$ cat src/design/sleep_wake_pkg.sv
package sleep_wake_pkg;
  // Clock rate and derived timing
  localparam int unsigned CLK_HZ           = 50000000;
  localparam int unsigned DTR_LOW_MS       = 50;
  localparam int unsigned DTR_LOW_CYC      = CLK_HZ / 1000 * DTR_LOW_MS;
  localparam int unsigned RING_PULSE_MS    = 120;
  localparam int unsigned RING_PULSE_CYC   = CLK_HZ / 1000 * RING_PULSE_MS;
  localparam int unsigned IDLE_DEFAULT_S   = 5;
  localparam int unsigned IDLE_DEFAULT_CYC = CLK_HZ * IDLE_DEFAULT_S;
  localparam int unsigned CNT_W            = 32;

  // Sleep-configuration parameter values
  localparam logic [1:0] SLEEP_CFG_OFF  = 2'h0;
  localparam logic [1:0] SLEEP_CFG_PIN  = 2'h1;
  localparam logic [1:0] SLEEP_CFG_AUTO = 2'h2;

  // Command codes on the serial strobe
  localparam logic [1:0] CMD_ATTN        = 2'h0;
  localparam logic [1:0] CMD_SLEEP_CFG   = 2'h1;
  localparam logic [1:0] CMD_TIMEOUT_CFG = 2'h2;

  // Power state, Gray along off -> normal -> sleep
  typedef enum logic [1:0] {
    PWR_OFF    = 2'b00,
    PWR_NORMAL = 2'b01,
    PWR_SLEEP  = 2'b11
  } pwr_state_type;
endpackage : sleep_wake_pkg

$ cat src/design/sleep_wake_if.sv
`timescale 1ns/1ps
// Pins and link events between host and modem
interface sleep_wake_if;
  logic       sleep_req;        // Host drives high to request sleep (mode 1)
  logic       host_wake_output; // Modem ring/wake line, rests high
  logic       power_key_pin;    // Power key pulse from host
  logic       cmd_valid;        // Serial command strobe to modem
  logic [1:0] cmd_code;         // 0 attention, 1 sleep cfg, 2 timeout cfg
  logic [1:0] cmd_arg;          // Sleep cfg argument
  logic [31:0] cmd_timeout;     // Idle timeout in cycles
  logic       cmd_resp;         // Modem answered a command
  logic       usb_suspend;      // Host USB suspend level
  modport device (input sleep_req, power_key_pin, cmd_valid, cmd_code, cmd_arg,
                  cmd_timeout, usb_suspend, output host_wake_output, cmd_resp);
  modport host (output sleep_req, power_key_pin, cmd_valid, cmd_code, cmd_arg,
                cmd_timeout, usb_suspend, input host_wake_output, cmd_resp);
endinterface : sleep_wake_if

$ cat src/design/sleep_wake_device.sv
`timescale 1ns/1ps
// What this block does
// - Host arms pin sleep with config 1
// - Armed mode 1: sleep when request high
// - Request low over 50ms exits sleep
// - Asleep: ignore commands except attention in mode 2, still report events
// - Host arms auto sleep with config 2
// - Mode 2: sleep after idle timeout, 5s
// - Mode 2 wakes by answering attention
// - Mode 2 ignores request pin for wake
// - Events while host sleeps drive wake line
// - USB host must support suspend/resume
// - USB suspend puts device to sleep
// - USB resume wakes device
// - Power key or low battery shuts down
// - Interrupt, timer or data wakes sleep
// - Sleep only on request, no 30s auto; mode 2 also sleeps on its idle timeout
// - New message: wake line low 120ms
// - Wake line idles high
module sleep_wake_device
  import sleep_wake_pkg::*;
#(
  parameter int unsigned DTR_LOW_N   = DTR_LOW_CYC,      // Exit hold, cycles
  parameter int unsigned RING_N      = RING_PULSE_CYC,   // Ring pulse, cycles
  parameter int unsigned IDLE_INIT_N = IDLE_DEFAULT_CYC  // Default idle timeout
) (
  input  wire logic  i_ref_clk,    // 50 MHz clock
  input  wire logic  i_rstn,       // Async reset, active low
  sleep_wake_if.device link,       // Pins toward host
  input  wire logic  i_power_on,   // Boot request pulse while off
  input  wire logic  i_batt_low,   // Supply below shutdown threshold
  input  wire logic  i_wake_event, // GPIO interrupt or timer expiry
  input  wire logic  i_msg_rx,     // New message or network data pulse
  output logic       o_event_urc,  // Unsolicited report pulse
  output logic       o_asleep,     // Device in sleep
  output logic       o_powered     // Device not off
);
  import sleep_wake_pkg::*;

  // Power state group: state, arming, limits, timers and strobes
  pwr_state_type    state_ff, nxt_state;
  logic [1:0]       mode_ff, nxt_mode;
  logic [CNT_W-1:0] idle_lim_ff, nxt_idle_lim;
  logic [CNT_W-1:0] idle_cnt_ff, nxt_idle_cnt;
  logic [CNT_W-1:0] dtr_cnt_ff, nxt_dtr_cnt;
  logic [CNT_W-1:0] ring_cnt_ff, nxt_ring_cnt;
  logic             resp_ff, nxt_resp;
  logic             urc_ff, nxt_urc;
  // Synchronisers and edge detectors
  logic             dtr_s1_ff, dtr_s2_ff, key_s1_ff, key_s2_ff, key_d_ff;
  logic             usb_s1_ff, usb_s2_ff, bat_s1_ff, bat_s2_ff;
  logic             usb_d_ff;
  logic             key_edge, usb_rise, usb_fall, attn;

  // Counters hold at all ones rather than wrap, so a pin left low for a
  // very long time never reads as a fresh short run
  function automatic logic [CNT_W-1:0] sat_inc(input logic [CNT_W-1:0] v);
    if (v == '1) begin
      return v;
    end
    return v + 1'b1;
  endfunction : sat_inc

  // Request, key, suspend and battery inputs pass two flip-flops; reset values match the idle
  // pin levels so that no false edge follows reset
  always_ff @(posedge i_ref_clk or negedge i_rstn) begin
    if (!i_rstn) begin
      dtr_s1_ff <= 1'b0;
      dtr_s2_ff <= 1'b0;
      key_s1_ff <= 1'b0;
      key_s2_ff <= 1'b0;
      key_d_ff  <= 1'b0;
      usb_s1_ff <= 1'b0;
      usb_s2_ff <= 1'b0;
      usb_d_ff  <= 1'b0;
      bat_s1_ff <= 1'b0;
      bat_s2_ff <= 1'b0;
    end else begin
      dtr_s1_ff <= link.sleep_req;
      dtr_s2_ff <= dtr_s1_ff;
      key_s1_ff <= link.power_key_pin;
      key_s2_ff <= key_s1_ff;
      key_d_ff  <= key_s2_ff;
      usb_s1_ff <= link.usb_suspend;
      usb_s2_ff <= usb_s1_ff;
      usb_d_ff  <= usb_s2_ff;
      bat_s1_ff <= i_batt_low;
      bat_s2_ff <= bat_s1_ff;
    end
  end

  // Edges act once; a held key or suspend level does not repeat its effect
  assign key_edge = key_s2_ff & ~key_d_ff;
  assign usb_rise = usb_s2_ff & ~usb_d_ff;
  assign usb_fall = ~usb_s2_ff & usb_d_ff;
  // Attention is the only command heard while asleep, and only in mode 2
  assign attn     = link.cmd_valid && (link.cmd_code == CMD_ATTN);

  // Power state, sleep mode arming, idle and exit timers
  always_comb begin
    nxt_state    = state_ff;
    nxt_mode     = mode_ff;
    nxt_idle_lim = idle_lim_ff;
    nxt_resp     = 1'b0;
    nxt_urc      = 1'b0;
    // Any strobe counts as serial activity, even one refused in sleep
    nxt_idle_cnt = link.cmd_valid ? '0 : sat_inc(idle_cnt_ff);
    nxt_dtr_cnt  = dtr_s2_ff ? '0 : sat_inc(dtr_cnt_ff);
    // Commands are taken only while awake
    if (state_ff == PWR_NORMAL && link.cmd_valid) begin
      nxt_resp = 1'b1;
      if (link.cmd_code == CMD_SLEEP_CFG) begin
        nxt_mode = link.cmd_arg;
      end else if (link.cmd_code == CMD_TIMEOUT_CFG) begin
        nxt_idle_lim = link.cmd_timeout;
      end
    end
    // Reports go out in any powered state, asleep or not
    if ((state_ff != PWR_OFF) && i_msg_rx) begin
      nxt_urc = 1'b1;
    end
    unique case (state_ff)
      // Off: arming is cleared so that a boot starts unarmed
      PWR_OFF: begin
        nxt_mode     = SLEEP_CFG_OFF;
        nxt_idle_lim = IDLE_INIT_N;
        if (i_power_on) begin
          nxt_state = PWR_NORMAL;
        end
      end
      // Shutdown outranks sleep; sleep is entered on USB suspend, the mode 1 pin or the mode 2 idle timeout
      PWR_NORMAL: begin
        if (key_edge || bat_s2_ff) begin
          nxt_state = PWR_OFF;
        end else if (usb_rise) begin
          nxt_state = PWR_SLEEP;
        end else if (mode_ff == SLEEP_CFG_PIN && dtr_s2_ff) begin
          nxt_state = PWR_SLEEP;
        end else if (mode_ff == SLEEP_CFG_AUTO && idle_cnt_ff >= idle_lim_ff) begin
          nxt_state = PWR_SLEEP;
        end
      end
      // Mode 1 ignores attention; mode 2 ignores the request pin
      PWR_SLEEP: begin
        if (key_edge || bat_s2_ff) begin
          nxt_state = PWR_OFF;
        end else if (usb_fall || i_wake_event || i_msg_rx) begin
          nxt_state = PWR_NORMAL;
        end else if (mode_ff == SLEEP_CFG_PIN && dtr_cnt_ff >= DTR_LOW_N) begin
          nxt_state = PWR_NORMAL;
        end else if (mode_ff == SLEEP_CFG_AUTO && attn) begin
          nxt_state = PWR_NORMAL;
          nxt_resp  = 1'b1;
        end
      end
      default: begin
        nxt_state = PWR_OFF;
      end
    endcase
    // A change of state restarts the idle run, so a wake does not fall
    // straight back to sleep on an old count
    if (nxt_state != state_ff) begin
      nxt_idle_cnt = '0;
    end
  end

  // Power state registers; the idle limit starts at the module's default
  always_ff @(posedge i_ref_clk or negedge i_rstn) begin
    if (!i_rstn) begin
      state_ff    <= PWR_NORMAL;
      mode_ff     <= SLEEP_CFG_OFF;
      idle_lim_ff <= IDLE_INIT_N;
      idle_cnt_ff <= '0;
      dtr_cnt_ff  <= '0;
      resp_ff     <= 1'b0;
      urc_ff      <= 1'b0;
    end else begin
      state_ff    <= nxt_state;
      mode_ff     <= nxt_mode;
      idle_lim_ff <= nxt_idle_lim;
      idle_cnt_ff <= nxt_idle_cnt;
      dtr_cnt_ff  <= nxt_dtr_cnt;
      resp_ff     <= nxt_resp;
      urc_ff      <= nxt_urc;
    end
  end

  // Ring pulse; a new event restarts the full low time
  // It runs while we are awake too: the host may sleep when we do not
  always_comb begin
    nxt_ring_cnt = (ring_cnt_ff != '0) ? ring_cnt_ff - 1'b1 : '0;
    if (i_msg_rx && state_ff != PWR_OFF) begin
      nxt_ring_cnt = RING_N;
    end
  end

  // Ring counter register
  always_ff @(posedge i_ref_clk or negedge i_rstn) begin
    if (!i_rstn) begin
      ring_cnt_ff <= '0;
    end else begin
      ring_cnt_ff <= nxt_ring_cnt;
    end
  end

  // Outputs decode registered state only, so no pin reaches them directly
  assign link.host_wake_output = (ring_cnt_ff == '0);
  assign link.cmd_resp         = resp_ff;
  assign o_event_urc           = urc_ff;
  assign o_asleep              = (state_ff == PWR_SLEEP);
  assign o_powered             = (state_ff != PWR_OFF);
endmodule : sleep_wake_device

$ cat src/flat_wrapper.sv
// flat-port wrapper written by rule: the top's interface ports become plain ports
module sleep_wake_device_flat import sleep_wake_pkg::*;
#(
  parameter int unsigned DTR_LOW_N   = DTR_LOW_CYC,                          
  parameter int unsigned RING_N      = RING_PULSE_CYC,                        
  parameter int unsigned IDLE_INIT_N = IDLE_DEFAULT_CYC                         
)
  (i_ref_clk, i_rstn, i_power_on, i_batt_low, i_wake_event, i_msg_rx, o_event_urc, o_asleep, o_powered, link_sleep_req, link_power_key_pin, link_cmd_valid, link_cmd_code, link_cmd_arg, link_cmd_timeout, link_usb_suspend, link_host_wake_output, link_cmd_resp);
  sleep_wake_if link_i ();
  input  wire logic i_ref_clk;
  input  wire logic i_rstn;
  input  wire logic i_power_on;
  input  wire logic i_batt_low;
  input  wire logic i_wake_event;
  input  wire logic i_msg_rx;
  output logic o_event_urc;
  output logic o_asleep;
  output logic o_powered;
  input wire logic [$bits(link_i.sleep_req)-1:0] link_sleep_req;
  input wire logic [$bits(link_i.power_key_pin)-1:0] link_power_key_pin;
  input wire logic [$bits(link_i.cmd_valid)-1:0] link_cmd_valid;
  input wire logic [$bits(link_i.cmd_code)-1:0] link_cmd_code;
  input wire logic [$bits(link_i.cmd_arg)-1:0] link_cmd_arg;
  input wire logic [$bits(link_i.cmd_timeout)-1:0] link_cmd_timeout;
  input wire logic [$bits(link_i.usb_suspend)-1:0] link_usb_suspend;
  output wire logic [$bits(link_i.host_wake_output)-1:0] link_host_wake_output;
  output wire logic [$bits(link_i.cmd_resp)-1:0] link_cmd_resp;
  assign link_i.sleep_req = link_sleep_req;
  assign link_i.power_key_pin = link_power_key_pin;
  assign link_i.cmd_valid = link_cmd_valid;
  assign link_i.cmd_code = link_cmd_code;
  assign link_i.cmd_arg = link_cmd_arg;
  assign link_i.cmd_timeout = link_cmd_timeout;
  assign link_i.usb_suspend = link_usb_suspend;
  assign link_host_wake_output = link_i.host_wake_output;
  assign link_cmd_resp = link_i.cmd_resp;
  sleep_wake_device #(.DTR_LOW_N(DTR_LOW_N), .RING_N(RING_N), .IDLE_INIT_N(IDLE_INIT_N)) u_core (.i_ref_clk(i_ref_clk), .i_rstn(i_rstn), .link(link_i), .i_power_on(i_power_on), .i_batt_low(i_batt_low), .i_wake_event(i_wake_event), .i_msg_rx(i_msg_rx), .o_event_urc(o_event_urc), .o_asleep(o_asleep), .o_powered(o_powered));
endmodule
$ cat config.mk
export PLATFORM = sky130hd
export DESIGN_NAME = sleep_wake_device_flat
export DESIGN_NICKNAME = d
export VERILOG_FILES = /design/src/design/sleep_wake_pkg.sv /design/src/design/sleep_wake_if.sv /design/src/design/sleep_wake_device.sv /design/src/flat_wrapper.sv
export SDC_FILE = /design/constraint.sdc
export NUM_CORES = 1
export LEC_CHECK = 0
export BUFFER_PORTS_ARGS = -buffer_cell sky130_fd_sc_hd__buf_2
export CORE_AREA = 5 5 123 125
export DETAILED_ROUTE_END_ITERATION = 10
export DIE_AREA = 0 0 128 130
export PLACE_DENSITY = 0.75
export SYNTH_ARGS = -nofsm -noshare
export SYNTH_HDL_FRONTEND = slang
export SYNTH_SLANG_ARGS = --single-unit
$ cat constraint.sdc
create_clock -name i_ref_clk -period 4.1 [get_ports i_ref_clk]
set_input_delay 0.205 -clock i_ref_clk [delete_from_list [all_inputs] [get_ports i_ref_clk]]
set_output_delay 0.205 -clock i_ref_clk [all_outputs]
set_load 0.05 [all_outputs]
=== After elaboration in Yosys (flattened, before gate mapping) ===
Cells that the tools add are included.

* Add/subtract/negate cells: 3
* Multipliers: 0
* Div/mod/pow operators: 0
* Magnitude comparators: 2
* Eq/ne operators: 12
* Shifts and indexed selects: 0
* Muxes and demuxes: 33
* Bitwise operators: 6
* Reductions and logical operators: 20

{| class="wikitable"
|+ Operators by type and width
! cell !! count
|-
| $mux 32 || 11
|-
| $add 32x1->32 const B || 2
|-
| $eq 32x32->1 const B || 2
|-
| $ge 32x22->1 const B || 1
|-
| $ge 32x32->1 || 1
|-
| $logic_not 32->1 || 1
|-
| $reduce_bool 32->1 || 1
|-
| $sub 32x1->32 const B || 1
|-
| $mux 2 || 12
|-
| $mux 1 || 9
|-
| $reduce_bool 2->1 || 4
|-
| $logic_and 1x1->1 || 7
|-
| $eq 2x1->1 const B || 3
|-
| $eq 2x2->1 const B || 3
|-
| $pmux 2 s3 || 1
|-
| $logic_not 2->1 || 2
|-
| $ne 4x4->1 const B || 1
|-
| $and 1x1->1 || 3
|-
| $logic_or 1x1->1 || 3
|-
| $ne 3x2->1 const B || 1
|-
| $not 1->1 || 3
|-
| $reduce_and 3->1 || 1
|-
| $ne 2x2->1 || 1
|-
| $ne 2x2->1 const B || 1
|-
| $reduce_and 2->1 || 1
|}

* Register bits after elaboration: 144
* Bits in latches: 0
* Bits in writable memories: 0
* Bits in read-only memories: 0
* Input port bits: 46
* Output and inout port bits: 5
* Word-level logic and storage cells: 94
* Memories kept: 0

=== Logic depth before layout (Yosys ltp) ===
* Word-level depth: 10
* Gate-level depth with buffers: 9
* Mapped depth without buffers: 8

=== Least setup slack after synthesis ===
OpenSTA, ideal clock, no wires.

* Kind: flip-flop to flip-flop
* Start point: register u_core.ring_cnt_ff[11]
* End point: register u_core.ring_cnt_ff[26]
* Library setup time: 0.119 ns
* Arrival time: 2.151 ns
* Data required time: 3.981 ns
* Setup slack: 1.830 ns
* Cell stages (with the launch flop): 10
* Buffers on the path: 3
* Period minus slack after synthesis: 2.270 ns
* Path through: dfrtp_1 > or4_1 > buf_2 > nor4_4 > and2_1 > buf_4 > and3_4 > or2_4 > buf_6 > nor2_1

* Word-level cells in the longest chain between the ends: 3
* Elaborated cells between the ends (all ways): 4
* Those cells by class: add/sub: 1; mux: 2; reduce/logical: 1

{| class="wikitable"
|+ RTL lines
! element !! RTL line !! source
|-
| start, declared || sleep_wake_device.sv:46 || <nowiki>logic [CNT_W-1:0] ring_cnt_ff, nxt_ring_cnt;</nowiki>
|-
| start signal, assigned || sleep_wake_device.sv:202 || <nowiki>ring_cnt_ff <= nxt_ring_cnt;</nowiki>
|-
| $sub 32x1->32 or $reduce_bool 32->1 (tied branches) || sleep_wake_device.sv:191 || <nowiki>nxt_ring_cnt = (ring_cnt_ff != '0) ? ring_cnt_ff - 1'b1 : '0;</nowiki>
|-
| $mux 32 * || sleep_wake_device.sv:191 ||
|-
| $mux 32 * || sleep_wake_device.sv:192 || <nowiki>if (i_msg_rx && state_ff != PWR_OFF) begin</nowiki>
|-
| named net u_core.nxt_ring_cnt[26] || sleep_wake_device.sv:46 ||
|}

Mark *: on every way through the listed nets, which the timed path passes. The rest lies on a longest branch.
A chain may end at the register's enable or synchronous reset.

=== Final worst setup path ===
* Start point: register u_core.state_ff[1]
* End point: register u_core.idle_cnt_ff[22]

* Word-level cells in the longest chain between the ends: 7
* Elaborated cells between the ends (all ways): 16
* Those cells by class: eq/ne: 4; mux: 11; reduce/logical: 1

{| class="wikitable"
|+ RTL lines
! element !! RTL line !! source
|-
| start, declared || sleep_wake_device.sv:41 || <nowiki>pwr_state_type state_ff, nxt_state;</nowiki>
|-
| start signal, assigned || sleep_wake_device.sv:178 || <nowiki>state_ff <= nxt_state;</nowiki>
|-
| $mux 2 (on tied branches) || sleep_wake_device.sv:151, sleep_wake_device.sv:139 ||
|-
| $mux 2 (on tied branches) || sleep_wake_device.sv:149, sleep_wake_device.sv:137 ||
|-
| $mux 2 (on tied branches) || sleep_wake_device.sv:147, sleep_wake_device.sv:135 ||
|-
| $mux 2 (on tied branches) || sleep_wake_device.sv:145, sleep_wake_device.sv:133 ||
|-
| $pmux 2 s3 || sleep_wake_device.sv:122 || <nowiki>unique case (state_ff)</nowiki>
|-
| $ne 2x2->1 * || sleep_wake_device.sv:162 || <nowiki>if (nxt_state != state_ff) begin</nowiki>
|-
| $ne 4x4->1 (no line) or $mux 32 (tied branches) || n/a ||
|-
| end signal, assigned || sleep_wake_device.sv:181 || <nowiki>idle_cnt_ff <= nxt_idle_cnt;</nowiki>
|-
| end, declared || sleep_wake_device.sv:44 || <nowiki>logic [CNT_W-1:0] idle_cnt_ff, nxt_idle_cnt;</nowiki>
|}

Mark *: on every way between the ends. The rest lies on a longest branch, timed or not.

==> reports/qor.yml <==
status: "completed"
critPathKind: "reg2reg"
postSynthCellCount: 812
final_nets: 946
final_layout_size_suffix_gt1_frac: 0.1279
diodes: 0
tritoncts: "done"
overflow: 0
multi_input_area_um2: 3762
clk_path_buf_depth: 2
synth_warnings: 0
slew_headroom: 0.2399
crit_chain: "nor2_1 > inv_1 > nor3_1 > a41oi_1 > o31a_1 > buf_4 > a311oi_1"
cp.arrival_ns: 3.55
synth-simple-area-share: 0.2357
syn_nets: 895
fmax_ghz: 0.3103
nFillCells: 1167
rows: 43
synth-edff-count: 0
synth_area_um2: 7704
power_density_nw_per_um2: 407.5
maxSlewViolCount: 0
synth.distinct_cells: 58
timing.hold.ws_ns: 0.01409
grt_use_total: 0.2098
place.gp.congestion: 0.8067
clkTransAtPathRegs_ns: 0.06
async_flop_share: 1.000
cp-start-kind: "flip-flop"
numCtsBuffers: 17
die_x_um: 128
regArea_um2: 3621
rsz0062_at_grt: "false"
setup-tns-final_ns: 0
drt-initial-drc-count: 338
initial_core_util: 0.5593
cpLargestDelayFamily: "simple AND/OR/NAND/NOR gates"
num_io_pins: 51
cts_sinks: 144
placed_cells: 1017
postSynthAreaPerCell_um2: 9.487
slowest_delay_ns: 0.85
clk_latency_ns: 0.43
dieArea_um2: 16640
fp.coreArea_um2: 13770
required_ns: 4.42
ys.flop_type: "dfrtp_1"
finish.utilization: 0.6389
die_y_um: 130
antenna_found_initial: 0
drv_cap: 0
hpwlAfterDp_um: 11130
grt_start_max_net_pins: 91
grt_pass1_vias: 5805
skew_ns: 0.008724
via_per_inst: 5.530
syn2layout_area_growth_pct: 14.23
root_buffer: "clkbuf_16"
crit_buf_inv: 2
vias: 5840
synth_adder_area_share: 0.06009
synthMuxAreaShare: 0.007796
wl_per_cell_um: 15.54
ir_drop_mv: 0.3060
cp_slowest_cell: "nor2_1"
cp_max_fo: 19
synth_top_family_by_area: "simple AND/OR/NAND/NOR gates"
endpoint_kind: "flip-flop"
wirelength_um: 16410
synth_compound_area_frac: 0.09160
finalHoldViolCount: 0
drt_first_pass_iters: 4
synthXorXnorAreaFrac: 0.09323
detail-route-antenna-nets: 0
fin_total_pwr_w: 0.003586
worst_pin_slew_ns: 1.140
final_cells: 1056
min_period_ns: 3.223
finalSetupViolCount: 0
worstHoldPathType: "in2reg"
drcViolationCount: 0
htreeDepth: 4
cts_setup_buffers: 0
port_buffers: 50
synth_seq_cells: 144
ys_seq_area_frac: 0.4700
leakagePower_nw: 3.889
period_share: 0.7861
grt_first_pass_wirelength_um: 27990
==> cells in the final DEF (no fill, tap or decap), types with 5 or more instances in the layout <==
cell / instances
dfrtp_1: 130
nor2_1: 110
nand2_1: 74
buf_2: 49
inv_1: 48
xor2_1: 44
xnor2_1: 38
ha_1: 37
a21oi_1: 35
nand3_1: 32
nand4_1: 28
nor3_1: 20
o21ai_0: 20
o211ai_1: 18
clkbuf_16: 17
and3_1: 15
dfstp_2: 14
nor4_1: 13
and2_1: 11
a22o_1: 10
and4_1: 7
dlygate4sd3_1: 7
or4_1: 6
mux2i_1: 6
nand2b_1: 5
buf_4: 5
==> path summary, 6_finish.rpt <==
path | start | endpoint | slack (ns) | depth (start not counted)
max in group asynchronous | i_rstn | u_core.dtr_s1_ff$_DFF_PN0_ | 2.73 | 3
setup / recovery | u_core.state_ff[1]$_DFF_PN0_ | u_core.idle_cnt_ff[22]$_DFFE_PN0P_ | 0.88 | 7
setup reg to reg | u_core.state_ff[1]$_DFF_PN0_ | u_core.idle_cnt_ff[22]$_DFFE_PN0P_ | 0.88 | 7
hold / removal | link_cmd_timeout[3] | u_core.idle_lim_ff[3]$_DFFE_PN0P_ | 0.01 | 2
hold reg to reg | u_core.dtr_s1_ff$_DFF_PN0_ | u_core.dtr_s2_ff$_DFF_PN0_ | 0.35 | 0
min in group asynchronous | i_rstn | u_core.idle_lim_ff[8]$_DFFE_PN0P_ | 0.42 | 2
==> synthesized netlist by cell type, types with 7 or more instances <==
master    number  area share
dfrtp_1      130        0.42
nor2_1       110       0.054
nand2_1       74       0.036
inv_1         48       0.023
xor2_1        44       0.050
xnor2_1       38       0.043
ha_1          37       0.060
a21oi_1       35       0.023
nand3_1       32       0.021
nand4_1       28       0.023
clkbuf_1      20      0.0097
nor3_1        20       0.013
o21ai_0       20       0.013
o211ai_1      18       0.018
and3_1        15       0.012
dfstp_2       14       0.048
nor4_1        13       0.011
and2_1        11      0.0089
a22o_1        10       0.011
and4_1         7      0.0080
buf_2          7      0.0045
==> cells by family (layout without fill, tap and decap cells) <==
family | count (synthesis) | in the layout
simple gates | 355 | 355
flops | 144 | 144
compound gates | 110 | 110
xor+xnor | 82 | 82
buf+inv | 78 | 142
fa+ha+maj | 37 | 37
mux | 6 | 6
==> stage by stage <==
stage / cell area, um^2 / worst slack, ns
after floorplan: 7704 / 1.830
after global placement: 8083 / 1.044
after detailed placement: 8083 / 0.9266
after CTS: 8800 / 0.9079
after global routing: 8800 / 0.6555
final: 8800 / 0.8770
==> flip-flops by register name (all words and copies together), names as in the netlist <==
signal                cells
u_core.dtr_cnt_ff        32
u_core.idle_cnt_ff       32
u_core.idle_lim_ff       32
u_core.ring_cnt_ff       32
u_core.mode_ff            2
u_core.state_ff           2
u_core.bat_s1_ff          1
u_core.bat_s2_ff          1
u_core.dtr_s1_ff          1
u_core.dtr_s2_ff          1
u_core.key_d_ff           1
u_core.key_s1_ff          1
u_core.key_s2_ff          1
u_core.link.cmd_resp      1
u_core.o_event_urc        1
u_core.usb_d_ff           1
u_core.usb_s1_ff          1
u_core.usb_s2_ff          1
==> timing repair <==
action	CTS	global route
gates resized for setup	0	0
hold buffers	7	0
hold endpoints to repair	80	0
==> report_power, final <==
group	switching [W]	internal, W	total (W)	leakage, nW
registers	0.0000580	0.00150	0.00155	1.87
logic	0.000228	0.000128	0.000356	1.71
clock network	0.000604	0.00107	0.00168	0.303
total	0.000890	0.00270	0.00359	3.89
==> per-layer routing <==
layer | global-route usage | part of all wire | vias to the layer above
met5 | 0 | 0 | -
met4 | 0.06117 | 0.016 | 0
met3 | 0.04625 | 0.031 | 21
met2 | 0.3475 | 0.49 | 76
met1 | 0.2796 | 0.46 | 2811
li1 | - | - | 2932
==> cell type report <==
type | instances | area share
clock inverter | 11 | 0.02005
sequential | 144 | 0.4115
clock buffer | 21 | 0.05346
inverter | 48 | 0.02047
multi-input combinational | 590 | 0.4276
tap | 180 | 0.02559
timing repair buffer | 62 | 0.04138
Note: power is estimated with default switching activity, not from simulation.
